$ cat src/verilog/i2c_seq_pkg.sv
// constants, layouts and state codes for the two-wire master sequencer
// Overview of operation
// - slave stretch enable with clock release low holds the clock line low while idle and the bus is not owned.
// - acknowledge sequence drives acknowledge value: 1 sends NACK, 0 sends ACK.
// - acknowledge go runs an acknowledge clock pulse; hardware clears it at the end.
// - receive go clocks in one byte; hardware clears it after the eighth bit.
// - stop go makes a Stop condition; hardware clears it when done.
// - restart go makes a Repeated Start; hardware clears it when done.
// - start go makes a Start condition; hardware clears it when done.
package i2c_seq_pkg;
   localparam logic [1:0]  CTRL_ADDR    = 2'h0;
   localparam logic [1:0]  RXDATA_ADDR  = 2'h1;
   localparam logic [1:0]  STATUS_ADDR  = 2'h2;
   localparam int          CLK_PERIOD_NS = 10;
   localparam int          QUARTER_NS   = 2500;
   localparam int          QUARTER_CYC  = (QUARTER_NS + CLK_PERIOD_NS - 1) / CLK_PERIOD_NS;
   localparam logic [7:0]  QUARTER_LAST = 8'(QUARTER_CYC - 1);
   localparam int          DATA_W       = 8;
   localparam int          FIFO_DEPTH   = 4;
   localparam int          FIFO_CNT_W   = 3;
   localparam logic [2:0]  BIT_LAST     = 3'h7;
   localparam logic [2:0]  PH_FIRST     = 3'h0;
   localparam logic [2:0]  PH_SAMPLE    = 3'h2;
   localparam logic [2:0]  PH_LAST      = 3'h3;
   localparam logic [2:0]  PH_END       = 3'h4;
   localparam logic [15:0] CTRL_RST     = 16'h1000;
   localparam logic [15:0] ANY_MASK     = 16'h9840;
   localparam logic [15:0] CFG_MASK     = 16'h0020;
   localparam logic [15:0] GO_MASK      = 16'h001F;

   typedef struct packed {
      logic       enable;
      logic [1:0] rsv_hi;
      logic       clock_line_release;
      logic       management_protocol_enable;
      logic [3:0] rsv_mid;
      logic       slave_stretch_enable;
      logic       acknowledge_value;
      logic       acknowledge_sequence_go;
      logic       byte_receive_go;
      logic       stop_sequence_go;
      logic       restart_sequence_go;
      logic       start_sequence_go;
   } ctrl_t;

   typedef struct packed {
      logic scl_low;
      logic sda_low;
   } lines_t;

   typedef enum logic [2:0] {
      SEQ_IDLE    = 3'h0,
      SEQ_START   = 3'h1,
      SEQ_RECV    = 3'h3,
      SEQ_ACK     = 3'h2,
      SEQ_STOP    = 3'h6,
      SEQ_RESTART = 3'h7
   } seq_state_t;
endpackage

$ cat src/verilog/i2c_master_seq.sv
// two-wire master sequencer with register port and receive fifo
`timescale 1ns/100ps
`default_nettype none

module rx_fifo #(
   parameter int WIDTH = 8,
   parameter int DEPTH = 4
) (
   input  wire logic                       clk_in,
   input  wire logic                       nrst_in,
   input  wire logic                       in_valid_in,
   output logic                            in_ready_out,
   input  wire logic [WIDTH-1:0]           in_data_in,
   output logic                            out_valid_out,
   input  wire logic                       out_ready_in,
   output logic [WIDTH-1:0]                out_data_out,
   output logic [$clog2(DEPTH+1)-1:0]      count_out
);
   localparam int IW = $clog2(DEPTH);
   localparam int CW = $clog2(DEPTH + 1);
   logic [WIDTH-1:0] mem [DEPTH];
   logic [IW-1:0]    wr_idx;
   logic [IW-1:0]    rd_idx;
   logic [CW-1:0]    count;
   wire              push = in_valid_in & in_ready_out;
   wire              pop  = out_valid_out & out_ready_in;

   // depth is a power of two so the indices wrap by themselves
   assign in_ready_out  = count != CW'(DEPTH);
   assign out_valid_out = count != '0;
   assign out_data_out  = mem[rd_idx];
   assign count_out     = count;

   always_ff @(posedge clk_in or negedge nrst_in) begin
      if (!nrst_in) begin
         wr_idx <= '0;
         rd_idx <= '0;
         count  <= '0;
      end else begin
         wr_idx <= wr_idx + IW'(push);
         rd_idx <= rd_idx + IW'(pop);
         count  <= count + CW'(push) - CW'(pop);
      end
   end

   always_ff @(posedge clk_in) begin
      if (push) begin
         mem[wr_idx] <= in_data_in;
      end
   end
endmodule

module i2c_master_seq
   import i2c_seq_pkg::*;
(
   input  wire logic        clk_in,
   input  wire logic        nrst_in,
   input  wire logic [1:0]  addr_in,
   input  wire logic [15:0] wdata_in,
   input  wire logic        wr_in,
   input  wire logic        rd_in,
   output logic [15:0]      rdata_out,
   input  wire logic        scl_in,
   output logic             scl_out,
   output logic             scl_oe_out,
   input  wire logic        sda_in,
   output logic             sda_out,
   output logic             sda_oe_out
);
   logic [15:0]           ctrl;
   logic [15:0]           rdata;
   logic                  scl_meta;
   logic                  scl_hi;
   logic                  sda_meta;
   logic                  sda_hi;
   logic [7:0]            q_cnt;
   seq_state_t            state;
   logic [2:0]            phase;
   logic [2:0]            bit_cnt;
   logic [DATA_W-1:0]     shreg;
   logic                  owned;
   lines_t                lines;
   lines_t                next_lines;
   logic                  fifo_in_ready;
   logic                  fifo_out_valid;
   logic [DATA_W-1:0]     fifo_out_data;
   logic [FIFO_CNT_W-1:0] fifo_count;

   // {scl_low, sda_low} for every quarter of every sequence; PH_END is the hold after
   function automatic lines_t line_val(seq_state_t s, logic [2:0] ph, logic ackv);
      logic a;
      a = ~ackv;
      unique case (s)
         SEQ_START:   line_val = (ph == PH_FIRST) ? 2'b00 : (ph == PH_LAST || ph == PH_END)
                                 ? 2'b11 : 2'b01;
         SEQ_RESTART: line_val = (ph == PH_FIRST) ? 2'b10 : (ph == 3'h1) ? 2'b00
                                 : (ph == PH_SAMPLE) ? 2'b01 : 2'b11;
         SEQ_STOP:    line_val = (ph == PH_FIRST) ? 2'b11 : (ph == 3'h1) ? 2'b01 : 2'b00;
         SEQ_RECV:    line_val = (ph == 3'h1 || ph == PH_SAMPLE) ? 2'b00 : 2'b10;
         SEQ_ACK:     line_val = (ph == PH_END) ? 2'b10 : {(ph == PH_FIRST || ph == PH_LAST), a};
         SEQ_IDLE:    line_val = 2'b00;
      endcase
   endfunction

   // one-hot position of the go bit that belongs to a sequence
   function automatic logic [15:0] go_bit(seq_state_t s);
      unique case (s)
         SEQ_START:   go_bit = 16'h0001;
         SEQ_RESTART: go_bit = 16'h0002;
         SEQ_STOP:    go_bit = 16'h0004;
         SEQ_RECV:    go_bit = 16'h0008;
         SEQ_ACK:     go_bit = 16'h0010;
         SEQ_IDLE:    go_bit = 16'h0000;
      endcase
   endfunction

   ctrl_t cf;
   assign cf = ctrl_t'(ctrl);

   wire [4:0]  go      = ctrl[4:0];
   wire        idle    = state == SEQ_IDLE;
   wire        qtick   = q_cnt == QUARTER_LAST;
   // a released clock that a target still holds low stalls the phase advance; the quarter count keeps running
   wire        held    = ~lines.scl_low & ~scl_hi;
   wire        advance = qtick & ~idle & ~held;
   wire        last_q  = phase == PH_LAST;
   wire        done    = advance & last_q & (state != SEQ_RECV || bit_cnt == BIT_LAST);
   wire        sample  = advance & (state == SEQ_RECV) & (phase == PH_SAMPLE);
   wire        push    = done & (state == SEQ_RECV);
   wire        stretch_hold = cf.slave_stretch_enable & ~cf.clock_line_release;
   seq_state_t pick;
   assign pick = go[0] ? SEQ_START : go[1] ? SEQ_RESTART : go[2] ? SEQ_STOP
               : go[3] ? SEQ_RECV : SEQ_ACK;
   // a full fifo stalls a new receive instead of dropping a byte
   wire        start_seq = idle & cf.enable & ~cf.management_protocol_enable & (|go)
                         & (pick != SEQ_RECV || fifo_in_ready);
   wire [2:0]  ld_ph   = done ? PH_END : last_q ? PH_FIRST : phase + 3'h1;

   // go bits are taken only while idle or in the cycle a sequence finishes, and a set beats the clear
   wire        wr_ctrl = wr_in & (addr_in == CTRL_ADDR);
   wire        cfg_ok  = idle | done;
   wire [15:0] wmask   = wr_ctrl ? (ANY_MASK | (cfg_ok ? CFG_MASK : 16'h0000)) : 16'h0000;
   wire [15:0] clr16   = done ? go_bit(state) : 16'h0000;
   wire [15:0] set16   = (wr_ctrl & cfg_ok) ? (wdata_in & GO_MASK) : 16'h0000;
   wire [15:0] next_ctrl = (ctrl & ~wmask & ~clr16) | (wdata_in & wmask) | set16;

   wire        pop     = rd_in & (addr_in == RXDATA_ADDR) & fifo_out_valid;
   wire [15:0] status  = {9'h000, fifo_count, owned, ~idle, scl_hi, sda_hi};
   wire [15:0] rx_word = fifo_out_valid ? {8'h00, fifo_out_data} : 16'h0000;
   wire [15:0] next_rdata = ~rd_in ? 16'h0000
                          : (addr_in == CTRL_ADDR)   ? ctrl
                          : (addr_in == RXDATA_ADDR) ? rx_word
                          : (addr_in == STATUS_ADDR) ? status : 16'h0000;

   always_comb begin
      next_lines = lines;
      if (start_seq) begin
         next_lines = line_val(pick, PH_FIRST, cf.acknowledge_value);
      end else if (advance) begin
         next_lines = line_val(state, ld_ph, cf.acknowledge_value);
      end else if (idle && !owned) begin
         next_lines = '{scl_low: stretch_hold, sda_low: 1'b0};
      end
   end

   rx_fifo #(
      .WIDTH (DATA_W),
      .DEPTH (FIFO_DEPTH)
   ) u_rx_fifo (
      .clk_in        (clk_in),
      .nrst_in       (nrst_in),
      .in_valid_in   (push),
      .in_ready_out  (fifo_in_ready),
      .in_data_in    (shreg),
      .out_valid_out (fifo_out_valid),
      .out_ready_in  (pop),
      .out_data_out  (fifo_out_data),
      .count_out     (fifo_count)
   );

   always_ff @(posedge clk_in or negedge nrst_in) begin
      if (!nrst_in) begin
         scl_meta <= 1'b1;
         scl_hi   <= 1'b1;
         sda_meta <= 1'b1;
         sda_hi   <= 1'b1;
      end else begin
         scl_meta <= scl_in;
         scl_hi   <= scl_meta;
         sda_meta <= sda_in;
         sda_hi   <= sda_meta;
      end
   end

   always_ff @(posedge clk_in or negedge nrst_in) begin
      if (!nrst_in) begin
         ctrl   <= CTRL_RST;
         rdata  <= 16'h0000;
         lines  <= '0;
         q_cnt  <= 8'h00;
      end else begin
         ctrl   <= next_ctrl;
         rdata  <= next_rdata;
         lines  <= next_lines;
         q_cnt  <= qtick ? 8'h00 : q_cnt + 8'h01;
      end
   end

   always_ff @(posedge clk_in or negedge nrst_in) begin
      if (!nrst_in) begin
         state <= SEQ_IDLE;
         phase <= PH_FIRST;
      end else begin
         state <= start_seq ? pick : done ? SEQ_IDLE : state;
         phase <= (start_seq || (advance && last_q)) ? PH_FIRST
                : advance ? phase + 3'h1 : phase;
      end
   end

   always_ff @(posedge clk_in or negedge nrst_in) begin
      if (!nrst_in) begin
         bit_cnt <= 3'h0;
         shreg   <= '0;
         owned   <= 1'b0;
      end else begin
         bit_cnt <= start_seq ? 3'h0 : (advance && last_q) ? bit_cnt + 3'h1 : bit_cnt;
         shreg   <= sample ? {shreg[DATA_W-2:0], sda_hi} : shreg;
         owned   <= (done && state == SEQ_START) ? 1'b1
                  : (done && state == SEQ_STOP) ? 1'b0 : owned;
      end
   end

   // open-drain: pins are only ever pulled low
   assign scl_out    = 1'b0;
   assign sda_out    = 1'b0;
   assign scl_oe_out = lines.scl_low;
   assign sda_oe_out = lines.sda_low;
   assign rdata_out  = rdata;
endmodule

`default_nettype wire

$ cat config.mk
export PLATFORM = sky130hd
export DESIGN_NAME = i2c_master_seq
export DESIGN_NICKNAME = d
export VERILOG_FILES = /design/src/verilog/i2c_seq_pkg.sv /design/src/verilog/i2c_master_seq.sv
export SDC_FILE = /design/constraint.sdc
export NUM_CORES = 1
export LEC_CHECK = 0
export ABC_AREA = 1
export BUFFER_PORTS_ARGS = -buffer_cell sky130_fd_sc_hd__buf_2
export CAP_MARGIN = 20
export CORE_UTILIZATION = 30
export CTS_BUF_LIST = sky130_fd_sc_hd__clkbuf_8
export CTS_CLUSTER_SIZE = 10
export DETAILED_ROUTE_END_ITERATION = 12
export PLACE_DENSITY_LB_ADDON = 0.3
export REMOVE_ABC_BUFFERS = 1
export SYNTH_ARGS = -nofsm -noshare
export SYNTH_HDL_FRONTEND = slang
export SYNTH_HIERARCHICAL = 1
export SYNTH_SLANG_ARGS = --single-unit
$ cat constraint.sdc
create_clock -name clk_in -period 2.55 [get_ports clk_in]
set_clock_uncertainty 0.1 [all_clocks]
set_input_delay 0.255 -clock clk_in [delete_from_list [all_inputs] [get_ports clk_in]]
set_output_delay 0.255 -clock clk_in [all_outputs]
set_load 0.02 [all_outputs]
* Word-level counts from Yosys, hierarchy flattened
Memories as Yosys holds them, arrays and structs flattened. Index checks and enable logic that the tools add are counted.
Word-level totals: bits in registers 71, RAM bits 32, input bits 24, output and inout port bits 20, word-level logic and storage cells 147, memories kept 1
Operators by class: add/subtract/negate cells 7, equality and inequality tests 23, multiplexer cells 41, bitwise logic cells 34, reductions and logical operators 24
Memory list:
- u_rx_fifo.mem | words 4, width 8, rd ports 1, clocked after memory_dff 0, wr ports 1, RTL line i2c_master_seq.sv:21 | logic [WIDTH-1:0] mem [DEPTH];
Operators with widths (number):
- one-hot mux 16 bit (6 select lines) | 1
- 2-to-1 mux 16 bit | 4
- bitwise AND 16 bit | 3
- 2-to-1 mux 3 bit | 11
- NOT 16 bit | 2
- == test 3 x 2 -> 1 bit (second input constant) | 8
- 2-to-1 mux 8 bit | 3
- 2-to-1 mux 2 bit | 11
- bitwise AND 1 bit | 19
- == test 3 bit (second input constant) | 6
- bitwise OR 16 bit | 1
- bitwise OR 16 x 5 -> 16 bit | 1
- one-hot mux 2 bit (6 select lines) | 1
- == test 3 x 1 -> 1 bit (second input constant) | 3
- logical NOT 3 bit | 3
- adder 8 x 1 -> 8 bit (second input constant) | 1
- == test 8 bit (second input constant) | 1
- one-hot mux 2 bit (4 select lines) | 1
- nonzero test 2 bit | 4
- 2-to-1 mux 7 bit | 1
- NOT 1 bit | 7
- adder 3 x 1 -> 3 bit (second input constant) | 2
- logical OR 1 bit | 6
- 2-to-1 mux 1 bit | 6
- other kinds (16) | 23

* Depth between registers and ports, before layout
Gate-level depths: netlist of run 1.
word-level depth 14, gate-level depth with buffers 13

* Cells and area by module
The synthesis of run 1 kept the hierarchy.
By module, submodules not included:
- i2c_master_seq | times used 1, cells an instance 308, area each 2732.6 µm²
- rx_fifo | times used 1, cells an instance 168, area each 1729.2 µm²

* Least setup slack after synthesis of run 1
OpenSTA, ideal clock, no wires.
path kind input-to-reg, start input addr_in[1], end register u_rx_fifo.count[2] (netlist: u_rx_fifo/count_out[2]), library setup time 116 ps, arrival 2071 ps, required time 2334 ps, path slack 262 ps, cell stages on the path 11, buffers on the path 2, cell sequence clkbuf_1 or2_2 clkbuf_1 nor2_1 a21boi_0 ha_1 inv_1 ha_1 fa_1 nand3_1 nand2_1
On the way: cells in the longest elaborated chain, start to end 5
Ends and longest elaborated chain:
- start: declaration | RTL line i2c_master_seq.sv:58 | input wire logic [1:0] addr_in,
- == test 2 x 1 -> 1 bit | RTL line i2c_master_seq.sv:147 | wire pop = rd_in & (addr_in == RXDATA_ADDR) & fifo_out_valid;
- bitwise AND 1 bit (2 in a row) | RTL line i2c_master_seq.sv:147
- named net pop | RTL line i2c_master_seq.sv:147
- bitwise AND 1 bit | RTL line i2c_master_seq.sv:26 | wire pop = out_valid_out & out_ready_in;
- subtractor 3 x 1 -> 3 bit | RTL line i2c_master_seq.sv:42 | count <= count + CW'(push) - CW'(pop);
- end signal: assignment | RTL line i2c_master_seq.sv:42
- end: declaration | RTL line i2c_master_seq.sv:24 | logic [CW-1:0] count;
The timed path passes the listed nets, and every way through them passes these cells. A chain may end at the register's enable or synchronous reset.

* Worst setup path after layout of run 1
start register q_cnt[1], end register u_rx_fifo.count[1] (netlist: u_rx_fifo/count_out[1])
On the way: cells in the longest elaborated chain, start to end 9
Ends and longest elaborated chain:
- start: declaration | RTL line i2c_master_seq.sv:76 | logic [7:0] q_cnt;
- start signal: assignment | RTL line i2c_master_seq.sv:205 | q_cnt <= qtick ? 8'h00 : q_cnt + 8'h01;
- == test 8 bit | RTL line i2c_master_seq.sv:122 | wire qtick = q_cnt == QUARTER_LAST;
- bitwise AND 1 bit (2 in a row) | RTL line i2c_master_seq.sv:125 | wire advance = qtick & ~idle & ~held;
- bitwise AND 1 bit (2 in a row) | RTL line i2c_master_seq.sv:127 | wire done = advance & last_q & (state != SEQ_RECV || bit_cnt == BIT_LAST);
- bitwise AND 1 bit | RTL line i2c_master_seq.sv:129 | wire push = done & (state == SEQ_RECV);
- named net push | RTL line i2c_master_seq.sv:129
- bitwise AND 1 bit | RTL line i2c_master_seq.sv:25 | wire push = in_valid_in & in_ready_out;
- adder 3 x 1 -> 3 bit | RTL line i2c_master_seq.sv:42
- subtractor 3 x 1 -> 3 bit | RTL line i2c_master_seq.sv:42
The timed path passes the listed nets, and every way through them passes these cells.

==> summary.md, run 1 <==
| Metric | Value |
|---|---|
| Diodes inserted | 0 |
| Critical Path RT | 2.69 ns |
| Sequential fraction of design power | roughly 49% |
| Routed wire length | 9685 um |
| Number of buffers inserted by port buffering | 30 |
| Global route total overflow | 0 |
| DRC Markers | 0 |
| Clock transition at the register clock pins on the worst setup and hold paths after CTS | 0.09 ns |
| DP HPWL | 7019 um |
| Switching power | roughly 1200 uW |
| Minimum clock period | 2.315 ns |
| WL per Instance | 13.62 um |
| Clk_lat worst skew | 0.37 ns |
| Power share of the clock group | between 20% and 30% |
| Setup Slack @ Placement | about 0.19 ns |
| Number of vias in the routed layout | 3,239 |
| Mean number of vias per cell | 4.556 |
| Via count of the first global-routing pass | approximately 3,300 |
| Overall die width | 124.0 um |
| Number of buffers created by CTS | 9 |
| Worst hold path class | in -> reg |
| Fraction of synthesized cell area taken by the top area cell type | 30.85% |
| Data arrival time of the critical path | approximately 2.5 ns |
| Flops & latches, synth | 92 |
| Power per unit of standard cell area | 707.9 nW/um2 |
| Global placement routability congestion | 0.8560 |
| Count of warnings emitted by yosys | 6 |
| Global-route wire length before repair | ~16,000 um |
| Count of flip-flops with a built-in enable after synthesis | 32 |
| Full die area | 15,360 um2 |
| Max-capacitance violation count | 0 |
| CTS Root Buffer Type | sky130_fd_sc_hd__clkbuf_8 |
| Internal power summed over all cells | 2393 uW |
| Setup repair after global routing missed its margin | false |
| Area growth syn-to-layout | 14.05% |
| Main area contributors after synthesis | sky130_fd_sc_hd__dfrtp_1, sky130_fd_sc_hd__edfxtp_1, sky130_fd_sc_hd__nand2_1, sky130_fd_sc_hd__inv_1, sky130_fd_sc_hd__ha_1 |
| Net count reported at finish | 562 |
| Post-synthesis cell count | 476 |
| Top flip-flop cell by instance count after synthesis | sky130_fd_sc_hd__dfrtp_1 |
| Largest fanout on the critical path | 5 |
| Ratio of cells with drive above 1 in the final layout | 16.89% |
| Final clock period utilization by the worst path | 90.78% |
| Final core area utilization | 35.01% |
| Initial antenna violation count | 1 |
| Count of standard-cell rows | 44 |
| Number of DRC markers in iteration 0 | 172 |
| Number of gates resized after CTS | 0 |
| Run status | finished, final reports clean |
| Final slew viol count | 0 |
| Minimum hold slack | 0.01912 ns |
| Setup Total Neg Slack | 0 ns |
| Share of async-settable or async-resettable flops after synthesis | 65.22% |
| # H-tree levels | 3 |
| Combinational share of power | 22.4% |
| Maximum number of pins on one net before global-route repair | a little over 60 |
| Lkg Pwr | 0.002574 uW |
| I/O pin cnt | 44 |
| TritonCTS clock tree | built |
| First-pass DRT Iterations | 5 |
| Maximum root-to-sink buffer count | 2 |
| Die boundary height | about 120 um |
| Top cell type by total area after synthesis | sky130_fd_sc_hd__dfrtp_1 |
| CP endpoint kind | flop |
| Maximum vdd ir drop | slightly below 300 uV |
| Tot GR Track Use | 13.93% |
| Core Box Area | 14,530 um2 |
| Number of fill cells in the layout | 1,524 |
| Worst path setup slack after routing | about 0.24 ns |
| Setup slack, reg-to-reg | 0.24 ns |
| Worst Setup Start Kind | flop |
| Post-synthesis average cell area | 9.373 um2 |
| Final setup violating endpoints | 0 |
| Post-synthesis instance area | 4462 um2 |
| Number of sinks handled by clock tree synthesis | 92 |
| Register area share after synthesis | 55.33% |
| Count of cell types in the netlist | between 40 and 50 |
| Top library cells by usage in the layout, fill and taps aside | sky130_fd_sc_hd__nand2_1, sky130_fd_sc_hd__inv_1, sky130_fd_sc_hd__dfrtp_1, sky130_fd_sc_hd__nor2_1 |
| Maximum clock rate | 432.0 MHz |
| Most common library cell in the layout ignoring fill and taps | sky130_fd_sc_hd__nand2_1 |
| Fin. Hold Viols | 0 |
| Antenna Violating Nets Remaining | 0 |
| Net Sw Frac | 33.56% |
| Initial core utilization | 30.70% |
| CP Class | reg -> reg |
## flip-flops by register name (all words and copies together), names as in the netlist, named ones only
register and count:
u_rx_fifo/mem 32, rdata_out 11, q_cnt 8, shreg 8, cf 5, bit_cnt 3, phase 3, state 3
u_rx_fifo/count_out 3, u_rx_fifo/rd_idx 2, u_rx_fifo/wr_idx 2, owned 1, scl_hi 1, scl_meta 1, scl_oe_out 1, sda_hi 1
sda_meta 1, sda_oe_out 1
## layer usage
metal  wire length, um  vias up  global-route usage (%)
li1                  -     1600                       -
met1              4620     1537                   19.28
met2              4404       87                   21.08
met3               478       13                   3.434
met4               170        2                   5.060
met5                11        -                       0
## power groups by stage
stage	sequential (uW)	combinational, uW	clock [uW]
6_report	1760	806	1040
4_1_cts	1760	818	1070
5_1_grt	1770	925	1120
3_3_place_gp	1790	798	0
3_5_place_dp	1790	812	0
2_1_floorplan	1790	507	0
## through the flow
step	std cells	total power, uW	cell area (um2)
final	711	3602	5089
after global routing	711	3822	5089
after CTS	711	3646	5089
after detailed placement	692	2604	4850
after global placement	692	2588	4850
after floorplan	467	2298	4374
## what timing repair did
action | CTS | global route
setup buffers | 0 | 0
endpoints found under the hold margin | 57 | 0
hold buffers | 3 | 0
## critical path: stages, from the launching register on
cell and delay, ns:
sky130_fd_sc_hd__dfrtp_1 0.41, sky130_fd_sc_hd__inv_1 0.06, sky130_fd_sc_hd__ha_1 0.15, sky130_fd_sc_hd__nand3b_2 0.14, sky130_fd_sc_hd__nor2_8 0.15, sky130_fd_sc_hd__nand4_4 0.08
sky130_fd_sc_hd__nor3_1 0.21, sky130_fd_sc_hd__nand2_1 0.17, sky130_fd_sc_hd__inv_1 0.11, sky130_fd_sc_hd__ha_1 0.18, sky130_fd_sc_hd__fa_1 0.43
## logic make-up (layout without fill, tap and decap cells)
kind of cell             Yosys count  after routing  synth area share [%]
buffers and inverters            104            149                 10.01
AND/OR/NAND/NOR                  201            201                 21.34
flip-flops                        92             92                 55.33
AO/OA/AOI/OAI                     58             58                 7.740
multiplexers                       1              1                0.2524
other                              1              7               0.08405
XOR/XNOR                           3              3                0.5890
adder cells (fa/ha/maj)           16             16                 4.655
## area by class of cell
class | instances | area, um2 | area share, %
sequential | 92 | 2469 | 48.51
clock inverter | 6 | 71.32 | 1.402
multi-input combinational | 286 | 1569 | 30.83
tap | 184 | 230.2 | 4.524
clock buffer | 10 | 137.6 | 2.705
timing repair buffer | 44 | 275.3 | 5.409
inverter | 89 | 336.6 | 6.614
## cells in the mapped netlist (2+ instances only)
| cell | count |
|---|---|
| sky130_fd_sc_hd__clkbuf_1 | 3 |
| sky130_fd_sc_hd__nand2_2 | 5 |
| sky130_fd_sc_hd__inv_1 | 82 |
| sky130_fd_sc_hd__buf_4 | 8 |
| sky130_fd_sc_hd__inv_2 | 6 |
| sky130_fd_sc_hd__o22ai_1 | 5 |
| sky130_fd_sc_hd__a31oi_1 | 2 |
| sky130_fd_sc_hd__xor2_1 | 3 |
| sky130_fd_sc_hd__nor3_1 | 8 |
| sky130_fd_sc_hd__o21ai_1 | 5 |
| sky130_fd_sc_hd__nand4_4 | 2 |
| sky130_fd_sc_hd__dfrtp_1 | 55 |
| sky130_fd_sc_hd__nor2_1 | 43 |
| sky130_fd_sc_hd__buf_6 | 3 |
| sky130_fd_sc_hd__ha_1 | 15 |
| sky130_fd_sc_hd__dfstp_2 | 5 |
| sky130_fd_sc_hd__edfxtp_1 | 32 |
| sky130_fd_sc_hd__o211ai_1 | 2 |
| sky130_fd_sc_hd__nor2_4 | 3 |
| sky130_fd_sc_hd__nand4_1 | 4 |
| sky130_fd_sc_hd__and3_1 | 2 |
| sky130_fd_sc_hd__o21ai_0 | 9 |
| sky130_fd_sc_hd__nand3_1 | 32 |
| sky130_fd_sc_hd__a21oi_1 | 26 |
| sky130_fd_sc_hd__nand2_1 | 94 |
## worst paths after layout
kind | startpoint | end | cells after the start
max | q_cnt[1] | u_rx_fifo/count_out[1] | 10
min | wdata_in[12] | flop | 3
max reg2reg | q_cnt[1] | u_rx_fifo/count_out[1] | 10
min reg2reg | scl_meta | scl_hi | 0
max in group asynchronous | nrst_in | sda_meta | 3
min in group asynchronous | nrst_in | sda_oe_out | 3
Note: power is estimated with default switching activity, not from simulation.
==> inputs of run 2 (changes only) <==
--- a/config.mk
+++ b/config.mk
@@ -12,7 +12,7 @@
 export CTS_BUF_LIST = sky130_fd_sc_hd__clkbuf_8
 export CTS_CLUSTER_SIZE = 10
 export DETAILED_ROUTE_END_ITERATION = 12
-export PLACE_DENSITY_LB_ADDON = 0.3
+export PLACE_DENSITY = 0.47
 export REMOVE_ABC_BUFFERS = 1
 export SYNTH_ARGS = -nofsm -noshare
 export SYNTH_HDL_FRONTEND = slang
==> summary.md, run 2 (same netlist as run 1, synthesis figures left out) <==
| Metric | Value |
|---|---|
| Global-route wire length before repair | 16,160 um |
| Ratio of cells with drive above 1 in the final layout | 17.51% |
| Global route total overflow | 0 |
| Highest cell delay on the worst timing path | 0.41 ns |
| DP HPWL | 7304 um |
| Number of DRC markers in iteration 0 | 279 |
| Post-Place Cells | 694 |
| Setup Slack @ Placement | 0.1490 ns |
| Core Box Area | 14,530 um2 |
| Final clock period utilization by the worst path | between 90% and 100% |
| Final setup violating endpoints | 0 |
| Clk_lat worst skew | 0.38 ns |
| Setup Total Neg Slack | 0 ns |
| Die boundary height | 124.0 um |
| Worst Setup Start Kind | flop |
| DRC Markers | 0 |
| CTS Root Buffer Type | sky130_fd_sc_hd__clkbuf_8 |
| Maximum clock rate | 430.0 MHz |
| Initial antenna violation count | 1 |
| Crit path top cell by count | sky130_fd_sc_hd__nand2_1 |
| TritonCTS clock tree | built |
| CP Class | reg -> reg |
| CP cell instances | nor2_1 -> nand2_1 -> nand2_1 -> nor2_1 -> a21boi_0 -> ha_1 -> inv_1 -> ha_1 -> fa_1 -> nand3_1 -> nand2_1 |
| Maximum vdd ir drop | 272.9 uV |
| Maximum number of pins on one net before global-route repair | 38 |
| # H-tree levels | 3 |
| Worst hold path class | in -> reg |
| Data arrival time of the critical path | roughly 2.5 ns |
| Count of standard-cell rows | 44 |
| Full die area | 15,360 um2 |
| Minimum clock period | 2.326 ns |
| Number of vias in the routed layout | roughly 3,200 |
| CP endpoint kind | flop |
| Number of fill cells in the layout | 1,506 |
| Top library cells by usage in the layout, fill and taps aside | sky130_fd_sc_hd__nand2_1, sky130_fd_sc_hd__inv_1, sky130_fd_sc_hd__dfrtp_1, sky130_fd_sc_hd__nor2_1 |
| Setup repair after global routing missed its margin | false |
| Number of sinks handled by clock tree synthesis | 92 |
| Tot GR Track Use | 14.23% |
| Final total power | 3575 uW |
| Global placement routability congestion | 0.8156 |
| Run status | finished, final reports clean |
| First-pass DRT Iterations | 4 |
| Critical Path RT | 2.72 ns |
| Routed wire length | 9924 um |
| Max-capacitance violation count | 0 |
| Clock transition at the register clock pins on the worst setup and hold paths after CTS | ~0.10 ns |
| Largest fanout on the critical path | 4 |
| WL per Instance | 13.88 um |
| Maximum root-to-sink buffer count | 2 |
| Fin. Hold Viols | 0 |
| Most common library cell in the layout ignoring fill and taps | sky130_fd_sc_hd__nand2_1 |
| Area growth syn-to-layout | 14.50% |
| Delay-heaviest family, CP | adder cells |
| I/O pin cnt | 44 |
| Number of buffers inserted by port buffering | 30 |
| Number of buffers created by CTS | 9 |
| Minimum hold slack | 0.02543 ns |
| Number of buffer and inverter instances along the worst setup path | 1 |
| Power per unit of standard cell area | 699.9 nW/um2 |
| Overall die width | between 100 and 150 um |
| Initial core utilization | 30.70% |
| Worst path setup slack after routing | 0.2244 ns |
| Final instance count without filler cells | between 700 and 800 |
| Net count reported at finish | 566 |
| Antenna Violating Nets Remaining | 0 |
| Mean number of vias per cell | 4.509 |
| Number of setup buffers added after CTS | 0 |
| Final slew viol count | 0 |
| Register containing the most flip-flops in the final layout | u_rx_fifo/mem |
| Flip-flop count of the largest register after layout | 32 |
| Lkg Pwr | 0.002576 uW |
| CP max-delay cell | sky130_fd_sc_hd__dfrtp_1 |
| Via count of the first global-routing pass | between 3,000 and 4,000 |
| Diodes inserted | 0 |
## run 2: cell type report
cell class                      count  area, um2  share of cell area, %
Inverter                           89      336.6                  6.588
Clock buffer                        9      123.9                  2.425
Multi-Input combinational cell    286       1574                  30.81
Clock inverter                      7      77.57                  1.518
Tap cell                          184      230.2                  4.506
Sequential cell                    92       2469                  48.32
Timing Repair Buffer               48      297.8                  5.829
## run 2: power breakdown
part | internal (uW) | leakage [uW] | switching, uW
logic | 278 | 0.00151 | 535
registers | 1620 | 0.000966 | 132
clock network | 458 | 0.0000994 | 549
## run 2: metal layers
metal	vias to the layer above	global-route usage (%)	wire, um
met4	2	4.167	129
met2	77	20.59	4427
li1	1613	-	-
met5	-	0	10
met1	1522	20.58	4878
met3	10	3.938	478
## run 2: worst min-delay path, stage by stage
cell	delay (ns)
sky130_fd_sc_hd__buf_2	0.09
sky130_fd_sc_hd__inv_1	0.05
sky130_fd_sc_hd__o22ai_1	0.07
## run 2: metrics by stage
step                cell area (um2)  utilization [%]
CTS                            5104            35.12
global placement               4852            33.39
detailed placement             4852            33.39
global route                   5109            35.15
finish                         5109            35.15
floorplan                      4374                -
## run 2: repair_timing
item,4_1_cts,5_1_grt
endpoints found under the hold margin,59,0
hold buffers,5,0
endpoints found under the setup margin,0,1
gates resized for setup,0,1
## run 2: final timing paths
kind                                         from                      to  slack (ns)  cells past startpoint
max in group asynchronous                 nrst_in                scl_meta        1.61                      3
setup / recovery           u_rx_fifo/count_out[1]  u_rx_fifo/count_out[2]        0.22                     11
hold / removal                        wdata_in[1]                   cf[1]        0.03                      3
min in group asynchronous                 nrst_in                phase[0]        0.29                      3
setup reg to reg           u_rx_fifo/count_out[1]  u_rx_fifo/count_out[2]        0.22                     11
hold reg to reg                          scl_meta                  scl_hi        0.26                      0
